**src/rtl/dps_defines.vh**
```
`ifndef DPS_DEFINES_VH
`define DPS_DEFINES_VH

// ----------------------------------------
// Status word field positions
// ----------------------------------------
`define DPS_ST_ERASE_ACK      0
`define DPS_ST_FLASH_READY    1
`define DPS_ST_SECURED        2
`define DPS_ST_OUT_OF_RESET   3
`define DPS_ST_RESERVED4      4
`define DPS_ST_ERASE_ENABLE   5
`define DPS_ST_BACKDOOR_EN    6
`define DPS_ST_LP_STOP_SEL    7
`define DPS_ST_VLP_MODE       8
`define DPS_ST_WIDTH          32

// ----------------------------------------
// Control word field positions
// ----------------------------------------
`define DPS_CT_ERASE_IN_PROG  0

// ----------------------------------------
// Register indices (request address bits 3:2)
// ----------------------------------------
`define DPS_IDX_STATUS        2'h0
`define DPS_IDX_CONTROL       2'h1

// ----------------------------------------
// Reset values
// ----------------------------------------
`define DPS_RST_CONTROL       32'h00000000
`define DPS_RST_ERASE_ACK     1'h0

// ----------------------------------------
// Stop mode select encodings
// ----------------------------------------
`define DPS_STOPM_VERY_LOW_POWER_STOP        3'h2
`define DPS_STOPM_LLS         3'h3
`define DPS_STOPM_VLLS        3'h4

// ----------------------------------------
// Serial link framing
// ----------------------------------------
`define DPS_REQ_BITS          4'h8
`define DPS_ACK_BITS          6'h03
`define DPS_DATA_BITS         6'h20
`define DPS_ACK_OK            3'h1

`endif

```
**src/rtl/dps_sync.v**
```verilog
`timescale 1ns/10ps
`default_nettype none

module dps_sync #(
   parameter WIDTH = 1
) (
   // Clock and reset
   input  wire             clk_sys,
   input  wire             reset,
   // Asynchronous in, synchronous out
   input  wire [WIDTH-1:0] async_in,
   output reg  [WIDTH-1:0] sync_out
);

   reg [WIDTH-1:0] meta_reg;

   // ----------------------------------------
   // Two stages; first stage feeds only the second
   // ----------------------------------------
   always @(posedge clk_sys or posedge reset) begin
      if (reset) begin
         meta_reg <= {WIDTH{1'b0}};
         sync_out <= {WIDTH{1'b0}};
      end else begin
         meta_reg <= async_in;
         sync_out <= meta_reg;
      end
   end

endmodule

`default_nettype wire

```
**src/rtl/dps_erase_ctl.v**
```verilog
`timescale 1ns/10ps
`default_nettype none
`include "dps_defines.vh"

module dps_erase_ctl (
   // Clock and reset
   input  wire clk_sys,
   input  wire reset,
   // System state
   input  wire sys_reset_active,
   input  wire erase_permitted,
   // Debugger control write
   input  wire ctrl_write,
   input  wire ctrl_erase_bit,
   // Flash controller handshake
   input  wire flash_erase_started,
   input  wire flash_erase_done,
   output reg  erase_in_progress_reg,
   output reg  erase_ack_reg,
   output reg  flash_erase_req_reg
);

   wire launch;
   wire ack_set;
   reg  erase_in_progress_next;
   reg  erase_ack_next;

   assign launch  = ctrl_write & ctrl_erase_bit & ~erase_in_progress_reg;
   // Refused erase never acknowledges; bit then waits for system reset
   assign ack_set = flash_erase_started & erase_in_progress_reg & erase_permitted;

   // ----------------------------------------
   // Next state; a set always wins over a clear
   // ----------------------------------------
   always @* begin
      erase_in_progress_next = erase_in_progress_reg;
      if (launch) begin
         erase_in_progress_next = 1'b1;
      end else if (flash_erase_done | sys_reset_active) begin
         erase_in_progress_next = 1'b0;
      end
      erase_ack_next = erase_ack_reg;
      if (ack_set) begin
         erase_ack_next = 1'b1;
      end else if (sys_reset_active) begin
         erase_ack_next = 1'b0;
      end else if (launch) begin
         erase_ack_next = 1'b0;
      end
   end

   always @(posedge clk_sys or posedge reset) begin
      if (reset) begin
         erase_in_progress_reg <= 1'b0;
         erase_ack_reg         <= `DPS_RST_ERASE_ACK;
         flash_erase_req_reg   <= 1'b0;
      end else begin
         erase_in_progress_reg <= erase_in_progress_next;
         erase_ack_reg         <= erase_ack_next;
         flash_erase_req_reg   <= erase_in_progress_next & erase_permitted;
      end
   end

endmodule

`default_nettype wire

```
**src/rtl/dps_status_port.v**
```verilog
`timescale 1ns/10ps
`default_nettype none
`include "dps_defines.vh"

// Functional notes
// - Erase acknowledge flag clears on system reset; an erase start in the same cycle sets it instead.
// - Launching an erase by writing the erase bit clears the acknowledge.
// - Acknowledge sets only once flash has started the erase.
// - Disabled mass erase never acknowledges and never reaches flash.
// - Flash ready shows initialisation done, even with system held in reset.
// - Bit 2 shows lock; while locked the system bus grant is withdrawn.
// - Bit 3 reads 0 in system reset, 1 out of it.
// - Bit 5 shows whether mass erase is permitted.
// - Bit 6 shows whether the backdoor key is enabled.
// - Bit 7 set when stop mode selects any low-power stop.
// - Bit 8 follows the very-low-power state live, unlatched.
// - Debugger sets erase bit; hardware clears it when erase completes.
module dps_status_port (
   // Clock and reset
   input  wire       clk_sys,
   input  wire       reset,
   // Serial debug link
   input  wire       swd_clk,
   input  wire       swdio_in,
   output reg        swdio_out,
   output reg        swdio_oe,
   // System state sources
   input  wire       sys_reset_active,
   input  wire       flash_init_done,
   input  wire       security_locked,
   input  wire       mass_erase_enable_setting,
   input  wire       backdoor_key_enable,
   input  wire [2:0] stop_mode_select_field,
   input  wire       very_low_power_state,
   // Flash controller handshake
   input  wire       flash_erase_started,
   input  wire       flash_erase_done,
   output reg        flash_erase_req,
   // Bus gating
   output reg        sys_bus_grant
);

   // ----------------------------------------
   // Link framing states
   // ----------------------------------------
   localparam ST_IDLE  = 3'h0;
   localparam ST_REQ   = 3'h1;
   localparam ST_TRN1  = 3'h2;
   localparam ST_ACK   = 3'h3;
   localparam ST_RDATA = 3'h4;
   localparam ST_TRN2  = 3'h5;
   localparam ST_WDATA = 3'h6;

   // ----------------------------------------
   // Declarations
   // ----------------------------------------
   wire        link_clk_s;
   wire        link_dat_s;
   reg         link_clk_d_reg;
   wire        link_rise;
   reg  [2:0]  state_reg;
   reg  [2:0]  state_next;
   reg  [5:0]  cnt_reg;
   reg  [5:0]  cnt_next;
   reg  [7:0]  req_reg;
   reg  [7:0]  req_next;
   reg  [31:0] shift_reg;
   reg  [31:0] shift_next;
   reg         par_reg;
   reg         par_next;
   reg         out_next;
   reg         oe_next;
   reg         wr_commit;
   wire [7:0]  req_full;
   wire        req_ok;
   wire        req_read;
   wire [1:0]  req_idx;
   reg  [1:0]  idx_reg;
   reg  [1:0]  idx_next;
   reg         rnw_reg;
   reg         rnw_next;
   wire        erase_in_prog;
   wire        erase_ack;
   wire        flash_req_int;
   wire        erase_permitted;
   wire [31:0] status_word;
   wire [31:0] control_word;
   reg  [31:0] read_word;
   wire [2:0]  ack_code;

   // ----------------------------------------
   // Stop mode decode
   // ----------------------------------------
   function lp_stop_selected;
      input [2:0] stopm;
      begin
         lp_stop_selected = (stopm == `DPS_STOPM_VERY_LOW_POWER_STOP) |
                            (stopm == `DPS_STOPM_LLS)  |
                            (stopm == `DPS_STOPM_VLLS);
      end
   endfunction

   // ----------------------------------------
   // Link pin synchronisers
   // ----------------------------------------
   dps_sync #(
      .WIDTH (2)
   ) u_link_sync (
      .clk_sys  (clk_sys),
      .reset    (reset),
      .async_in ({swd_clk, swdio_in}),
      .sync_out ({link_clk_s, link_dat_s})
   );

   always @(posedge clk_sys or posedge reset) begin
      if (reset) begin
         link_clk_d_reg <= 1'b0;
      end else begin
         link_clk_d_reg <= link_clk_s;
      end
   end

   assign link_rise = link_clk_s & ~link_clk_d_reg;

   // ----------------------------------------
   // Mass erase handshake
   // ----------------------------------------
   // Security does not block erase; only the enable setting does
   assign erase_permitted = mass_erase_enable_setting;

   dps_erase_ctl u_erase (
      .clk_sys               (clk_sys),
      .reset                 (reset),
      .sys_reset_active      (sys_reset_active),
      .erase_permitted       (erase_permitted),
      .ctrl_write            (wr_commit),
      .ctrl_erase_bit        (shift_reg[`DPS_CT_ERASE_IN_PROG]),
      .flash_erase_started   (flash_erase_started),
      .flash_erase_done      (flash_erase_done),
      .erase_in_progress_reg (erase_in_prog),
      .erase_ack_reg         (erase_ack),
      .flash_erase_req_reg   (flash_req_int)
   );

   // ----------------------------------------
   // Status and control words
   // ----------------------------------------
   assign status_word = {
      23'h000000,
      very_low_power_state,
      lp_stop_selected(stop_mode_select_field),
      backdoor_key_enable,
      mass_erase_enable_setting,
      1'b0,
      ~sys_reset_active,
      security_locked,
      flash_init_done,
      erase_ack
   };

   assign control_word = {31'h00000000, erase_in_prog};
   assign ack_code     = `DPS_ACK_OK;

   always @* begin
      case (idx_reg)
         `DPS_IDX_STATUS: begin
            read_word = status_word;
         end
         `DPS_IDX_CONTROL: begin
            read_word = control_word;
         end
         default: begin
            read_word = 32'h00000000;
         end
      endcase
   end

   // ----------------------------------------
   // Request decode
   // ----------------------------------------
   // Bits arrive LSB first: start, port, rnw, a2, a3, parity, stop, park
   assign req_full = {link_dat_s, req_reg[7:1]};
   assign req_ok   = req_full[0] & ~req_full[6] & req_full[7] &
                     ~(^req_full[5:1]);
   assign req_read = req_full[2];
   assign req_idx  = req_full[4:3];

   // ----------------------------------------
   // Link framing
   // ----------------------------------------
   // One link bit per sampled rising edge; a malformed request is ignored
   always @* begin
      state_next = state_reg;
      cnt_next   = cnt_reg;
      req_next   = req_reg;
      shift_next = shift_reg;
      par_next   = par_reg;
      out_next   = swdio_out;
      oe_next    = swdio_oe;
      idx_next   = idx_reg;
      rnw_next   = rnw_reg;
      wr_commit  = 1'b0;
      if (link_rise) begin
         case (state_reg)
            ST_IDLE: begin
               if (link_dat_s) begin
                  req_next   = {link_dat_s, 7'h00};
                  cnt_next   = 6'h01;
                  state_next = ST_REQ;
               end
            end
            ST_REQ: begin
               req_next = req_full;
               cnt_next = cnt_reg + 6'h01;
               if (cnt_reg == {2'h0, `DPS_REQ_BITS} - 6'h01) begin
                  idx_next   = req_idx;
                  rnw_next   = req_read;
                  state_next = req_ok ? ST_TRN1 : ST_IDLE;
               end
            end
            ST_TRN1: begin
               oe_next    = 1'b1;
               out_next   = ack_code[0];
               cnt_next   = 6'h01;
               state_next = ST_ACK;
            end
            ST_ACK: begin
               if (cnt_reg < `DPS_ACK_BITS) begin
                  out_next = ack_code[cnt_reg[1:0]];
                  cnt_next = cnt_reg + 6'h01;
               end else if (rnw_reg) begin
                  shift_next = {1'b0, read_word[31:1]};
                  par_next   = ^read_word;
                  out_next   = read_word[0];
                  cnt_next   = 6'h01;
                  state_next = ST_RDATA;
               end else begin
                  oe_next    = 1'b0;
                  state_next = ST_TRN2;
               end
            end
            ST_RDATA: begin
               if (cnt_reg < `DPS_DATA_BITS) begin
                  out_next   = shift_reg[0];
                  shift_next = {1'b0, shift_reg[31:1]};
                  cnt_next   = cnt_reg + 6'h01;
               end else if (cnt_reg == `DPS_DATA_BITS) begin
                  out_next = par_reg;
                  cnt_next = cnt_reg + 6'h01;
               end else begin
                  oe_next    = 1'b0;
                  out_next   = 1'b0;
                  state_next = ST_IDLE;
               end
            end
            ST_TRN2: begin
               cnt_next   = 6'h00;
               par_next   = 1'b0;
               state_next = ST_WDATA;
            end
            ST_WDATA: begin
               if (cnt_reg < `DPS_DATA_BITS) begin
                  shift_next = {link_dat_s, shift_reg[31:1]};
                  par_next   = par_reg ^ link_dat_s;
                  cnt_next   = cnt_reg + 6'h01;
               end else begin
                  // Bad parity drops the write; status index never writes
                  wr_commit  = (par_reg == link_dat_s) &
                               (idx_reg == `DPS_IDX_CONTROL);
                  state_next = ST_IDLE;
               end
            end
            default: begin
               oe_next    = 1'b0;
               state_next = ST_IDLE;
            end
         endcase
      end
   end

   // ----------------------------------------
   // Registers
   // ----------------------------------------
   always @(posedge clk_sys or posedge reset) begin
      if (reset) begin
         state_reg <= ST_IDLE;
         cnt_reg   <= 6'h00;
         req_reg   <= 8'h00;
         shift_reg <= `DPS_RST_CONTROL;
         par_reg   <= 1'b0;
         idx_reg   <= 2'h0;
         rnw_reg   <= 1'b0;
         swdio_out <= 1'b0;
         swdio_oe  <= 1'b0;
      end else begin
         state_reg <= state_next;
         cnt_reg   <= cnt_next;
         req_reg   <= req_next;
         shift_reg <= shift_next;
         par_reg   <= par_next;
         idx_reg   <= idx_next;
         rnw_reg   <= rnw_next;
         swdio_out <= out_next;
         swdio_oe  <= oe_next;
      end
   end

   // ----------------------------------------
   // Outputs to the system
   // ----------------------------------------
   always @(posedge clk_sys or posedge reset) begin
      if (reset) begin
         flash_erase_req <= 1'b0;
         sys_bus_grant   <= 1'b0;
      end else begin
         flash_erase_req <= flash_req_int;
         sys_bus_grant   <= ~security_locked;
      end
   end

endmodule

`default_nettype wire

```
**config.mk**
```make
export PLATFORM = sky130hd
export DESIGN_NAME = dps_status_port
export DESIGN_NICKNAME = d
export VERILOG_FILES = /design/src/rtl/dps_sync.v /design/src/rtl/dps_erase_ctl.v /design/src/rtl/dps_status_port.v
export VERILOG_INCLUDE_DIRS = /design/src /design/src/rtl
export SDC_FILE = /design/constraint.sdc
export NUM_CORES = 1
export LEC_CHECK = 0
export ABC_CLOCK_PERIOD_IN_PS = 2600
export BUFFER_PORTS_ARGS = -buffer_cell sky130_fd_sc_hd__buf_2
export CORE_ASPECT_RATIO = 0.5
export CORE_MARGIN = 2
export CORE_UTILIZATION = 35
export DETAILED_ROUTE_END_ITERATION = 6
export SYNTH_ARGS = -nofsm -noshare
export SYNTH_HDL_FRONTEND = slang
export SYNTH_SLANG_ARGS = --single-unit
export TNS_END_PERCENT = 100
```
**constraint.sdc**
```tcl
create_clock -name clk_sys -period 2.6 [get_ports clk_sys]
set_input_delay 0.26 -clock clk_sys [delete_from_list [all_inputs] [get_ports clk_sys]]
set_output_delay 0.26 -clock clk_sys [all_outputs]
set_load 0.005 [all_outputs]
```
==> Word level (Yosys, flattened, before mapping) <==
Index checks and enable logic that the tools add are counted.
W data, S select, Z words.
{ "word_totals": {"register_bits": 65, "input_bits": 15, "output_inout_bits": 4} }
{ "op_classes": {"n_addsub": 1, "order_cmp": 3, "n_eq_ne": 25, "muxes": 48, "bitwise": 21, "reduce_logical": 19} }
{ "op_table": {"columns": ["operator", "n"], "rows": [
  ["$mux W32", 4],
  ["$pmux W32 S3", 1],
  ["$pmux W6 S7", 1],
  ["$mux W6", 6],
  ["$reduce_xor A32 Y1", 1],
  ["$mux W1", 21],
  ["$pmux W3 S7", 1],
  ["$mux W3", 6],
  ["$ne A2 B2 Y1 const B", 9],
  ["$pmux W9 S2", 1],
  ["$reduce_and A6 Y1", 3],
  ["$pmux W8 S2", 1],
  ["$eq A3 B2 Y1 const B", 4],
  ["$eq A3 B3 Y1 const B", 4],
  ["$reduce_bool A3 Y1", 4],
  ["$and A1 B1 Y1", 10],
  ["$reduce_and A3 Y1", 3],
  ["$mux W8", 1],
  ["$not A1 Y1", 7],
  ["$reduce_and A7 Y1", 1],
  ["$reduce_bool A7 Y1", 1],
  ["$add A6 B1 Y6 const B", 1],
  ["$eq A6 B3 Y1 const B", 1],
  ["$eq A6 B6 Y1 const B", 1],
  ["20 further kinds", 24]
]} }

==> Depth between registers and ports, before layout <==
Gate-level depths: netlist (run 1).
{ "logic_depth": {"word_depth": 10, "ltp_mapped": 7, "ltp_nobuf": 6} }

==> Cells and area by module <==
Synthesis (run 1) repeated with hierarchy kept, for this count alone.
{ "unflattened": {"cells_unflattened": 350, "hier_area_um2": 3206.8} }
{ "by_module_without_submodules": {"columns": ["mod", "instances", "cells_each", "area_per_inst_um2", "seq_area_each_um2"], "rows": [
  ["dps_status_port", 1, 335, 2976.6, 1426.4],
  ["dps_erase_ctl", 1, 10, 126.4, 75.1],
  ["dps_sync", 1, 5, 103.8, 100.1]
]} }

==> Worst setup path after synthesis (run 1) <==
OpenSTA, ideal clock, no wires.
{ "synth_timing": {"path_kind": "reg-to-reg", "from": "register cnt_reg[0]", "to": "register swdio_out", "arrival_ns": 1.742, "required_ns": 2.475, "path_slack_ns": 0.733, "stages_incl_launch_ff": 7, "synth_period_minus_slack_ns": 1.867, "cell_sequence": "dfrtp_1 ha_1 nor2_1 nand2_2 a31o_1 a21oi_1 mux2_2"} }
{ "synth_via": {"elab_chain_cells": 4, "word_cells_on_any_way": 11} }
{ "synth_lines": {"columns": ["item", "line_no", "text"], "rows": [
  ["from (decl)", "dps_status_port.v:63", "reg [5:0] cnt_reg;"],
  ["from (signal assigned)", "dps_status_port.v:297", "cnt_reg <= cnt_next;"],
  ["parallel branches: the longest is 4 deep, another holds $lt A6 B2 Y1", null, null],
  ["to (signal assigned)", "dps_status_port.v:303", "swdio_out <= out_next;"],
  ["to (decl)", "dps_status_port.v:25", "output reg swdio_out,"]
]} }
Parallel ways; which one is timed is not known. The select of a mux whose other input is x is not followed.
A chain may end at the register's enable or synchronous reset.

==> Worst setup path in the final report (run 1) <==
{ "layout_timing": {"from": "register cnt_reg[0]", "to": "register shift_reg[29]"} }
{ "layout_via": {"elab_chain_cells": 3, "word_cells_on_any_way": 6} }
{ "layout_lines": {"columns": ["item", "line_no", "text"], "rows": [
  ["$lt A6 B6 Y1 (no line) or $lt A6 B2 Y1 (tied branches)", null, null],
  ["$ne A2 B2 Y1 (no line)", null, null],
  ["$reduce_and A6 Y1 (no line) (*)", null, null],
  ["to (signal assigned)", "dps_status_port.v:289", "shift_reg <= `DPS_RST_CONTROL;"],
  ["to (signal assigned)", "dps_status_port.v:299", "shift_reg <= shift_next;"],
  ["to (decl)", "dps_status_port.v:67", "reg [31:0] shift_reg;"]
]} }
Mark *: on every way between the ends. The rest lies on a longest branch, timed or not.

==> run metrics, run 1 <==
status finished with violations; failing checks hold timing; met1 Use GR 19.7%; Worst Path Max Fanout 21; HPWL after detailed placement 4670 um; CP Launch Type flip-flop; Setup Buffers After CTS 0; # setup viols final 0; Hold Fails Final Rpt 27; Synth Cell Area 0.00320 mm2; die height 71.6 um; crit path time final 2.24 ns; wire length per cell 15.2 um; setup repair after global routing missed its margin no; Pins Over Slew Limit 0; hold_buf cts 0; kind of critical path flip-flop to flip-flop; TNS Setup 0 ns; CTS Buf Count 9; 1st-iter DRT viols 174; Yosys warning count 0; Syn Nets 304; Setup WS post-layout 0.365 ns; DRT Pass-1 Iters 5; number of port buffers 18; maximum clock path buffer count 2; gr ovfl total 0; vias in the first global route 2293; DRC 0; Seq cells post-synth 64; overall die area 0.00997 mm2; Yosys cell types 62; Post-Route WL 6600 um; first-pass GRT wire length 11500 um; area grow syn2layout 17.1%; Max transition margin 41.8%; ANT cells 0; total power 3.22 mW; max reg flops 32; H-tree Lvls 3; most used routing layer met2; via/cell ratio 5.30; pwr dens 860 mW/mm2; layout cell share with drive strength beyond 1 22.5%; Total GRT Usage 14.5%; max-cap viol count 0; antenna viol nets, final 0; CTS tree built; met3 usage 3.81%; Core ar. 0.00880 mm2; Reg clk slew, reported paths 0.06 ns; Max VDD drop 0.356 mV; Place WS 0.390 ns; Crit. End Element flip-flop; # IOs 19; Top FF cell, synth dfrtp_1; Post-Synthesis Cells 287; Tcrit/Tclk final 86.0%; Rows 24; Worst Max-Slew Pin Slew 0.870 ns; R2R depth 6; routed vias 2297; Leak 1.69 nW; Root Buffer clkbuf_16; DIE WIDTH 139 um; Hold Path Class input port to asynchronous set/reset pin; reg2reg end shift_reg[29]$_DFFE_PP0P_; post-CTS sizing 0; clock insertion delay at the later pin of the skew report 0.33 ns; worst reg2reg startpoint cnt_reg[0]$_DFFE_PP0P_; Final #Nets 329; hold_ws -0.00588 ns; Arr. time, crit path 2.50 ns; maximum clock rate 447 MHz; Final Skew 0.00774 ns; Critical Path RT 2.86 ns; Post-synth EDFFs 0; CTS sink cnt 64; commonest non-fill, non-tap cells in the layout dfrtp_1, a22o_1, nand2_1; sequential fraction of the synthesis area 50.1%; most common cell after layout, fill and taps aside dfrtp_1; met2 usage 22.3%; Routability Congestion 0.839; ys async rst share 100%; antenna violations before repair 0; Starting Density 36.4%; largest net degree at the start of global routing 30; internal reg-to-reg setup slack 0.36 ns; synthesized area per cell 11.1 um2
[final cells by class]
| type | count | area, um2 |
|---|---|---|
| well taps | 117 | 146 |
| clock buffers | 10 | 239 |
| flip-flops and latches | 64 | 1600 |
| multi-input cells | 196 | 1450 |
| clock inverters | 5 | 81.3 |
| repair buffers | 30 | 193 |
| inverters | 11 | 41.3 |
| fillers | 811 | 5050 |
[report_power, final]
group          total, mW  switching, mW  leakage (nW)  internal, mW
Combinational      0.721          0.408         0.713         0.313
Sequential          1.22          0.136         0.826          1.09
Clock               1.28          0.423         0.155         0.858
Total               3.22          0.967          1.69          2.26
[layer usage]
layer	vias to the layer above	routed length [um]
met5	-	0
met4	0	124
met3	11	191
met2	27	3040
met1	1138	3240
li1	1121	-
[through the flow]
step,std cells,util [%],hold WS [ns],area [um2]
5_1_grt,433,42.6,0.0277,3750
3_3_place_gp,418,39.0,0.333,3430
2_1_floorplan,287,-,0.291,3200
4_1_cts,433,42.6,0.00557,3750
6_report,433,42.6,-0.00588,3750
3_5_place_dp,418,39.0,0.336,3430
[how the worst max path moves through the flow]
stage | to | slack [ns] | cells after the start | from
3_5_place_dp | shift_reg[2]$_DFFE_PP0P_ | 0.39 | 6 | cnt_reg[0]$_DFFE_PP0P_
6_report | shift_reg[29]$_DFFE_PP0P_ | 0.36 | 6 | cnt_reg[0]$_DFFE_PP0P_
4_1_cts | shift_reg[4]$_DFFE_PP0P_ | 0.37 | 6 | cnt_reg[0]$_DFFE_PP0P_
2_1_floorplan | swdio_out$_DFFE_PP0P_ | 0.73 | 6 | cnt_reg[0]$_DFFE_PP0P_
5_1_grt | shift_reg[4]$_DFFE_PP0P_ | 0.13 | 7 | cnt_reg[0]$_DFFE_PP0P_
3_3_place_gp | shift_reg[4]$_DFFE_PP0P_ | 0.47 | 6 | cnt_reg[0]$_DFFE_PP0P_
[cell families (layout without fill, tap and decap cells)]
kind of cell             Yosys count  after routing  share of synthesized area [%]
AO/OA/AOI/OAI                    101            101                           24.4
adder cells (fa/ha/maj)            2              2                          0.782
multiplexers                       7              7                           2.42
flip-flops                        64             64                           50.1
XOR/XNOR                          11             11                           3.44
AND/OR/NAND/NOR                   75             75                           14.1
buffers and inverters             27             56                           4.77
[Yosys cell counts (all sizes together) (5+ instances only)]
master   n  area share, %
nor2    11            1.3
mux2     6            2.1
inv     11            1.3
nor3     8            2.6
nand3    7            1.3
xnor2    8            2.2
buf     14            3.1
a21oi   12            2.0
a22oi    7            1.6
o21ai   21            3.4
nand2   21            2.6
dfrtp   64             50
o31ai    5            1.3
a22o    31            8.5
[worst max-delay path, stage by stage, from the launching register on]
cell,delay (ns)
dfrtp_1,0.42
ha_1,0.24
nor2_1,0.26
a21oi_1,0.15
o211ai_2,0.70
buf_12,0.23
a22o_1,0.15
No activity file was read; power rests on OpenSTA's default activity.
==> run 2, diff against run 1 <==
--- a/config.mk
+++ b/config.mk
@@ -6,11 +6,12 @@
 export SDC_FILE = /design/constraint.sdc
 export NUM_CORES = 1
 export LEC_CHECK = 0
+export ABC_AREA = 1
 export ABC_CLOCK_PERIOD_IN_PS = 2600
 export BUFFER_PORTS_ARGS = -buffer_cell sky130_fd_sc_hd__buf_2
 export CORE_ASPECT_RATIO = 0.5
 export CORE_MARGIN = 2
-export CORE_UTILIZATION = 35
+export CORE_UTILIZATION = 40
 export DETAILED_ROUTE_END_ITERATION = 6
 export SYNTH_ARGS = -nofsm -noshare
 export SYNTH_HDL_FRONTEND = slang
==> run 2 against run 1 <==
Effect of this change:
- the run now ends clean
- area after synthesis fell by 2.0%
- worst setup slack improved by 0.14 ns
- utilization rose by 6.7 points
- maximum frequency rose by 6.9%
- clock-buffer cell count did not move
- largest cell class unchanged
- largest power group unchanged
==> run metrics, run 2 <==
Worst Path Max Fanout 15; Critical Path RT 2.86 ns; layout cell share with drive strength beyond 1 14.8%; Yosys top cell area share 51.1%; first-pass GRT wire length 11200 um; ys async rst share 100%; most common cell after layout, fill and taps aside inv_1; top-count cell post-synth inv_1; vias in the first global route 2447; Internal 2.34 mW; maximum clock rate 478 MHz; hold endpoint u_link_sync.meta_reg[0]$_DFF_PP0_; Synth Cell Area 0.00314 mm2; antenna violations before repair 0; total power 3.54 mW; setup repair after global routing missed its margin no; CTS sink cnt 64; Routability Congestion 0.960; wire length per cell 12.6 um; Setup Buffers After CTS 0; area leader, netlist dfrtp_1; reg2reg end cnt_reg[4]$_DFFE_PP0P_; HPWL after detailed placement 4650 um; Rows 22; Core ar. 0.00746 mm2; switch share 33.7%; status finished, final reports clean; Hold Path Class input port to flip-flop; number of port buffers 18; Post-synth EDFFs 0; synthesized area per cell 8.38 um2; Reg clk slew, reported paths 0.05 ns; post-CTS sizing 0; antenna viol nets, final 0; CTS tree built; 1st-iter DRT viols 197; DIE WIDTH 129 um; area grow syn2layout 17.2%; CTS Buf Count 9; sw power 1.19 mW; Top FF cell, synth dfrtp_1; hold_ws 0.0306 ns; max-cap viol count 0; Hold Crit Start swdio_in; CP cell instances nand2_2 > nor2_2 > nand2_1 > o21ai_0 > nor3b_2 > buf_4 > nand4_2 > o21ai_2; hold depth 1; via/cell ratio 5.02; worst reg2reg startpoint state_reg[2]$_DFFE_PP0P_; Yosys cell types 33; Tcrit/Tclk final 80.4%; crit path time final 2.09 ns; Pins Over Slew Limit 0; Arr. time, crit path 2.35 ns; # IOs 19; max reg flops 32; clock network power share 37.1%; R2R depth 8; CP peak stage delay 0.47 ns; sequential group share of total power 36.3%; Final Skew 0.00516 ns; Area contributors post-synth dfrtp_1, inv_1, nand2_1; Yosys warning count 0; Seq cells post-synth 64; routed vias 2575; Crit. End Element flip-flop; largest net degree at the start of global routing 41; kind of critical path flip-flop to flip-flop; internal reg-to-reg setup slack 0.51 ns; combinational share of power 26.6%; Hold Fails Final Rpt 0; Root Buffer clkbuf_16; DRT Pass-1 Iters 4; Starting Density 42.0%; Max transition margin 65.4%; gr ovfl total 0; cell family with most CP delay simple AND/OR/NAND/NOR gates; clock insertion delay at the later pin of the skew report 0.33 ns; Total GRT Usage 17.0%; Leak 1.79 nW; overall die area 0.00861 mm2; Max VDD drop 0.394 mV; Post-Route WL 6460 um; # setup viols final 0; CP Buf/Inv Count 1; Post-Synthesis Cells 374; commonest non-fill, non-tap cells in the layout inv_1, nand2_1, dfrtp_1; Final #Nets 417; CP Launch Type flip-flop; Syn Nets 391; hold_buf cts 1; synth cell count leaders inv_1, nand2_1, dfrtp_1; highest-delay cell along the critical path dfrtp_1; maximum clock path buffer count 2; die height 66.6 um; sequential fraction of the synthesis area 51.1%; Worst Max-Slew Pin Slew 0.517 ns; ANT cells 0; H-tree Lvls 3; DRC 0; TNS Setup 0 ns; pwr dens 962 mW/mm2
[run 2: changes by cell type in the layout (fill, tap and decap cells not counted), sizes merged, moves of 22 or more]
cell,previous run,this run
inv,11,76
o22ai,0,29
nand3,7,29
a22o,31,0
nand2,21,66
nor2,11,34
[run 2: layout make-up]
type | count | area, um2
fill | 696 | 3780
clock buffer | 10 | 239
tap | 108 | 135
clock inverter | 6 | 91.3
inverter | 75 | 282
sequential | 64 | 1600
multi-input combinational | 225 | 1180
timing repair buffer | 25 | 145
[run 2: metrics by stage]
step                cells  utilization [%]  setup WS, ns  cell area (um2)
floorplan             374                -         0.742             3140
global placement      496             44.7         0.638             3340
detailed placement    496             44.7         0.595             3340
CTS                   513             49.3         0.571             3680
global route          513             49.3         0.369             3680
finish                513             49.3         0.510             3680
[run 2: cell families after synthesis]
logic type               after synthesis  share of synthesized area, %
AO/OA/AOI/OAI                         74                          14.0
XOR/XNOR                               6                          1.68
adder cells (fa/ha/maj)                2                         0.798
buffers and inverters                 85                          11.2
flip-flops                            64                          51.1
multiplexers                           1                         0.359
AND/OR/NAND/NOR                      142                          20.9
[run 2: worst max-delay path by stage]
stage | cells after the start | end | slack (ns) | start
finish | 8 | cnt_reg[4]$_DFFE_PP0P_ | 0.51 | state_reg[2]$_DFFE_PP0P_
CTS | 8 | cnt_reg[4]$_DFFE_PP0P_ | 0.57 | state_reg[2]$_DFFE_PP0P_
detailed placement | 8 | cnt_reg[4]$_DFFE_PP0P_ | 0.59 | state_reg[2]$_DFFE_PP0P_
global placement | 8 | cnt_reg[4]$_DFFE_PP0P_ | 0.64 | state_reg[2]$_DFFE_PP0P_
floorplan | 1 | cnt_reg[0]$_DFFE_PP0P_ | 0.74 | reset
global route | 9 | cnt_reg[4]$_DFFE_PP0P_ | 0.37 | state_reg[0]$_DFFE_PP0P_
[run 2: layer usage]
layer	track usage [%]	vias to the layer above	wire (um)
li1	-	1276	-
met5	0	-	0
met1	22.8	1228	3140
met4	6.79	0	129
met3	4.58	14	303
met2	26.3	57	2890
[run 2: power by group through the flow]
stage / Combinational [mW] / Sequential, mW / Clock, mW
global placement: 0.914 / 1.29 / 0
CTS: 0.931 / 1.28 / 1.33
global route: 1.08 / 1.31 / 1.38
detailed placement: 0.925 / 1.30 / 0
finish: 0.939 / 1.29 / 1.31
floorplan: 0.748 / 1.26 / 0
==> run 3, diff against run 2 <==
--- a/config.mk
+++ b/config.mk
@@ -6,8 +6,8 @@
 export SDC_FILE = /design/constraint.sdc
 export NUM_CORES = 1
 export LEC_CHECK = 0
-export ABC_AREA = 1
-export ABC_CLOCK_PERIOD_IN_PS = 2600
+export ABC_AREA = 0
+export ABC_CLOCK_PERIOD_IN_PS = 2190
 export BUFFER_PORTS_ARGS = -buffer_cell sky130_fd_sc_hd__buf_2
 export CORE_ASPECT_RATIO = 0.5
 export CORE_MARGIN = 2
==> constraint.sdc (replaced) <==
create_clock -name clk_sys -period 2.19 [get_ports clk_sys]
set_input_delay 0.219 -clock clk_sys [delete_from_list [all_inputs] [get_ports clk_sys]]
set_output_delay 0.219 -clock clk_sys [all_outputs]
set_load 0.005 [all_outputs]
==> run 3 against run 2 <==
Effect of this change:
- clock power about the same
- clock skew up 0.00077 ns
- die area up 1.9%
- sequential power up 13%
- largest power group is now sequential cells
- critical path depth down 1
- sequential cell count unchanged
- sequential share of layout area down 0.76 points
- design area up 1.8%
- combinational power down 11%
- maximum frequency up 5.1%
- first-iteration DRC count down 25%
==> run metrics, run 3 (synthesized netlist as in run 1, its figures left out) <==
status finished, final reports clean; 1st-iter DRT viols 147; setup repair after global routing missed its margin no; antenna violations before repair 0; Hold Crit Start security_locked; hold_ws 0.0846 ns; Final Non-Filler Cells 429; max-cap viol count 0; worst reg2reg startpoint cnt_reg[0]$_DFFE_PP0P_; Tcrit/Tclk final 90.8%; Total GRT Usage 17.7%; CTS tree built; Post-Route WL 6610 um; Max VDD drop 0.403 mV; wire length per cell 15.4 um; HPWL after detailed placement 4540 um; Critical Path RT 2.45 ns; # IOs 19; Max transition margin 62.5%; Crit. End Element flip-flop; max reg flops 32; Placed Cells 410; TNS Setup 0 ns; Worst Path Max Fanout 7; overall die area 0.00877 mm2; Reg clk slew, reported paths 0.06 ns; Leak 1.69 nW; kind of critical path flip-flop to flip-flop; total power 3.63 mW; fin util 49.6%; pwr dens 970 mW/mm2; number of port buffers 18; # setup viols final 0; highest routed metal layer met4; Worst Max-Slew Pin Slew 0.562 ns; H-tree Lvls 3; Setup Buffers After CTS 0; hold endpoint sys_bus_grant$_DFF_PP0_; ANT cells 0; Starting Density 42.4%; CTS Buf Count 9; Hold Path Class input port to flip-flop; routed wl met3 220 um; die height 67.2 um; CP Launch Type flip-flop; Final Skew 0.00593 ns; CTS sink cnt 64; reg2reg end state_reg[1]$_DFFE_PP0P_; Final #Nets 333; Root Buffer clkbuf_16; Routability Congestion 0.864; M1 WL 3310 um; Core ar. 0.00754 mm2; maximum clock path buffer count 2; most common cell after layout, fill and taps aside dfrtp_1; gr ovfl total 0; area grow syn2layout 16.9%; Arr. time, crit path 2.25 ns; largest net degree at the start of global routing 41; routed vias 2329; DIE WIDTH 130 um; internal reg-to-reg setup slack 0.20 ns; clock insertion delay at the later pin of the skew report 0.33 ns; crit path time final 1.99 ns; commonest non-fill, non-tap cells in the layout dfrtp_1, a22o_1, nand2_1; first-pass GRT wire length 11800 um; DRC 0; layout cell share with drive strength beyond 1 22.7%; antenna viol nets, final 0; Hold Fails Final Rpt 0; hold depth 2; R2R depth 7; maximum clock rate 503 MHz; met2 wire len 2960 um; vias in the first global route 2336; Pins Over Slew Limit 0; via/cell ratio 5.43; DRT Pass-1 Iters 4; Rows 22
run 3: final cells by class:
type,instances,area (um2)
fill,711,3800
sequential,64,1600
multi-input combinational,196,1450
clock buffer,12,256
timing repair buffer,34,230
tap,108,135
inverter,11,41.3
clock inverter,4,28.8
run 3: metal layers:
| metal | track usage (%) | vias up |
|---|---|---|
| met5 | 0 | - |
| met4 | 8.11 | 0 |
| met3 | 5.15 | 10 |
| met2 | 26.8 | 32 |
| met1 | 23.9 | 1156 |
| li1 | - | 1131 |
run 3: report_power, final:
| group | internal [mW] | total (mW) | leakage, nW | switching, mW |
|---|---|---|---|---|
| clock | 0.826 | 1.34 | 0.135 | 0.510 |
| combinational | 0.361 | 0.835 | 0.731 | 0.474 |
| sequential | 1.29 | 1.46 | 0.826 | 0.170 |
| total | 2.48 | 3.63 | 1.69 | 1.15 |
run 3: per-stage QoR:
| step | instance area [um2] | setup WS [ns] |
|---|---|---|
| 6_report | 3740 | 0.201 |
| 5_1_grt | 3740 | 0.0427 |
| 4_1_cts | 3740 | 0.141 |
| 3_5_place_dp | 3420 | 0.157 |
| 3_3_place_gp | 3420 | 0.208 |
| 2_1_floorplan | 3200 | 0.323 |
run 3: worst max path at each step:
stage                           start                        to  slack [ns]  cells after the start
6_report       cnt_reg[0]$_DFFE_PP0P_  state_reg[1]$_DFFE_PP0P_        0.20                      7
3_5_place_dp   cnt_reg[0]$_DFFE_PP0P_  state_reg[1]$_DFFE_PP0P_        0.16                      7
3_3_place_gp   cnt_reg[0]$_DFFE_PP0P_  state_reg[1]$_DFFE_PP0P_        0.21                      7
4_1_cts        cnt_reg[0]$_DFFE_PP0P_  state_reg[1]$_DFFE_PP0P_        0.14                      7
2_1_floorplan  cnt_reg[0]$_DFFE_PP0P_     swdio_out$_DFFE_PP0P_        0.32                      6
5_1_grt        cnt_reg[0]$_DFFE_PP0P_  state_reg[1]$_DFFE_PP0P_        0.04                      7
run 3: critical path: stages (launching register included):
cell	delay, ns
dfrtp_1	0.43
ha_2	0.30
nand2_1	0.07
nor4_1	0.30
buf_4	0.18
a21oi_1	0.08
or4_1	0.44
o21ai_1	0.12
run 3: repair_timing:
action / in CTS / in global routing
resized for setup: 0 / 1
endpoints found under the setup margin: 0 / 1
hold buffers: 3 / 0
hold endpoints to repair: 26 / 0
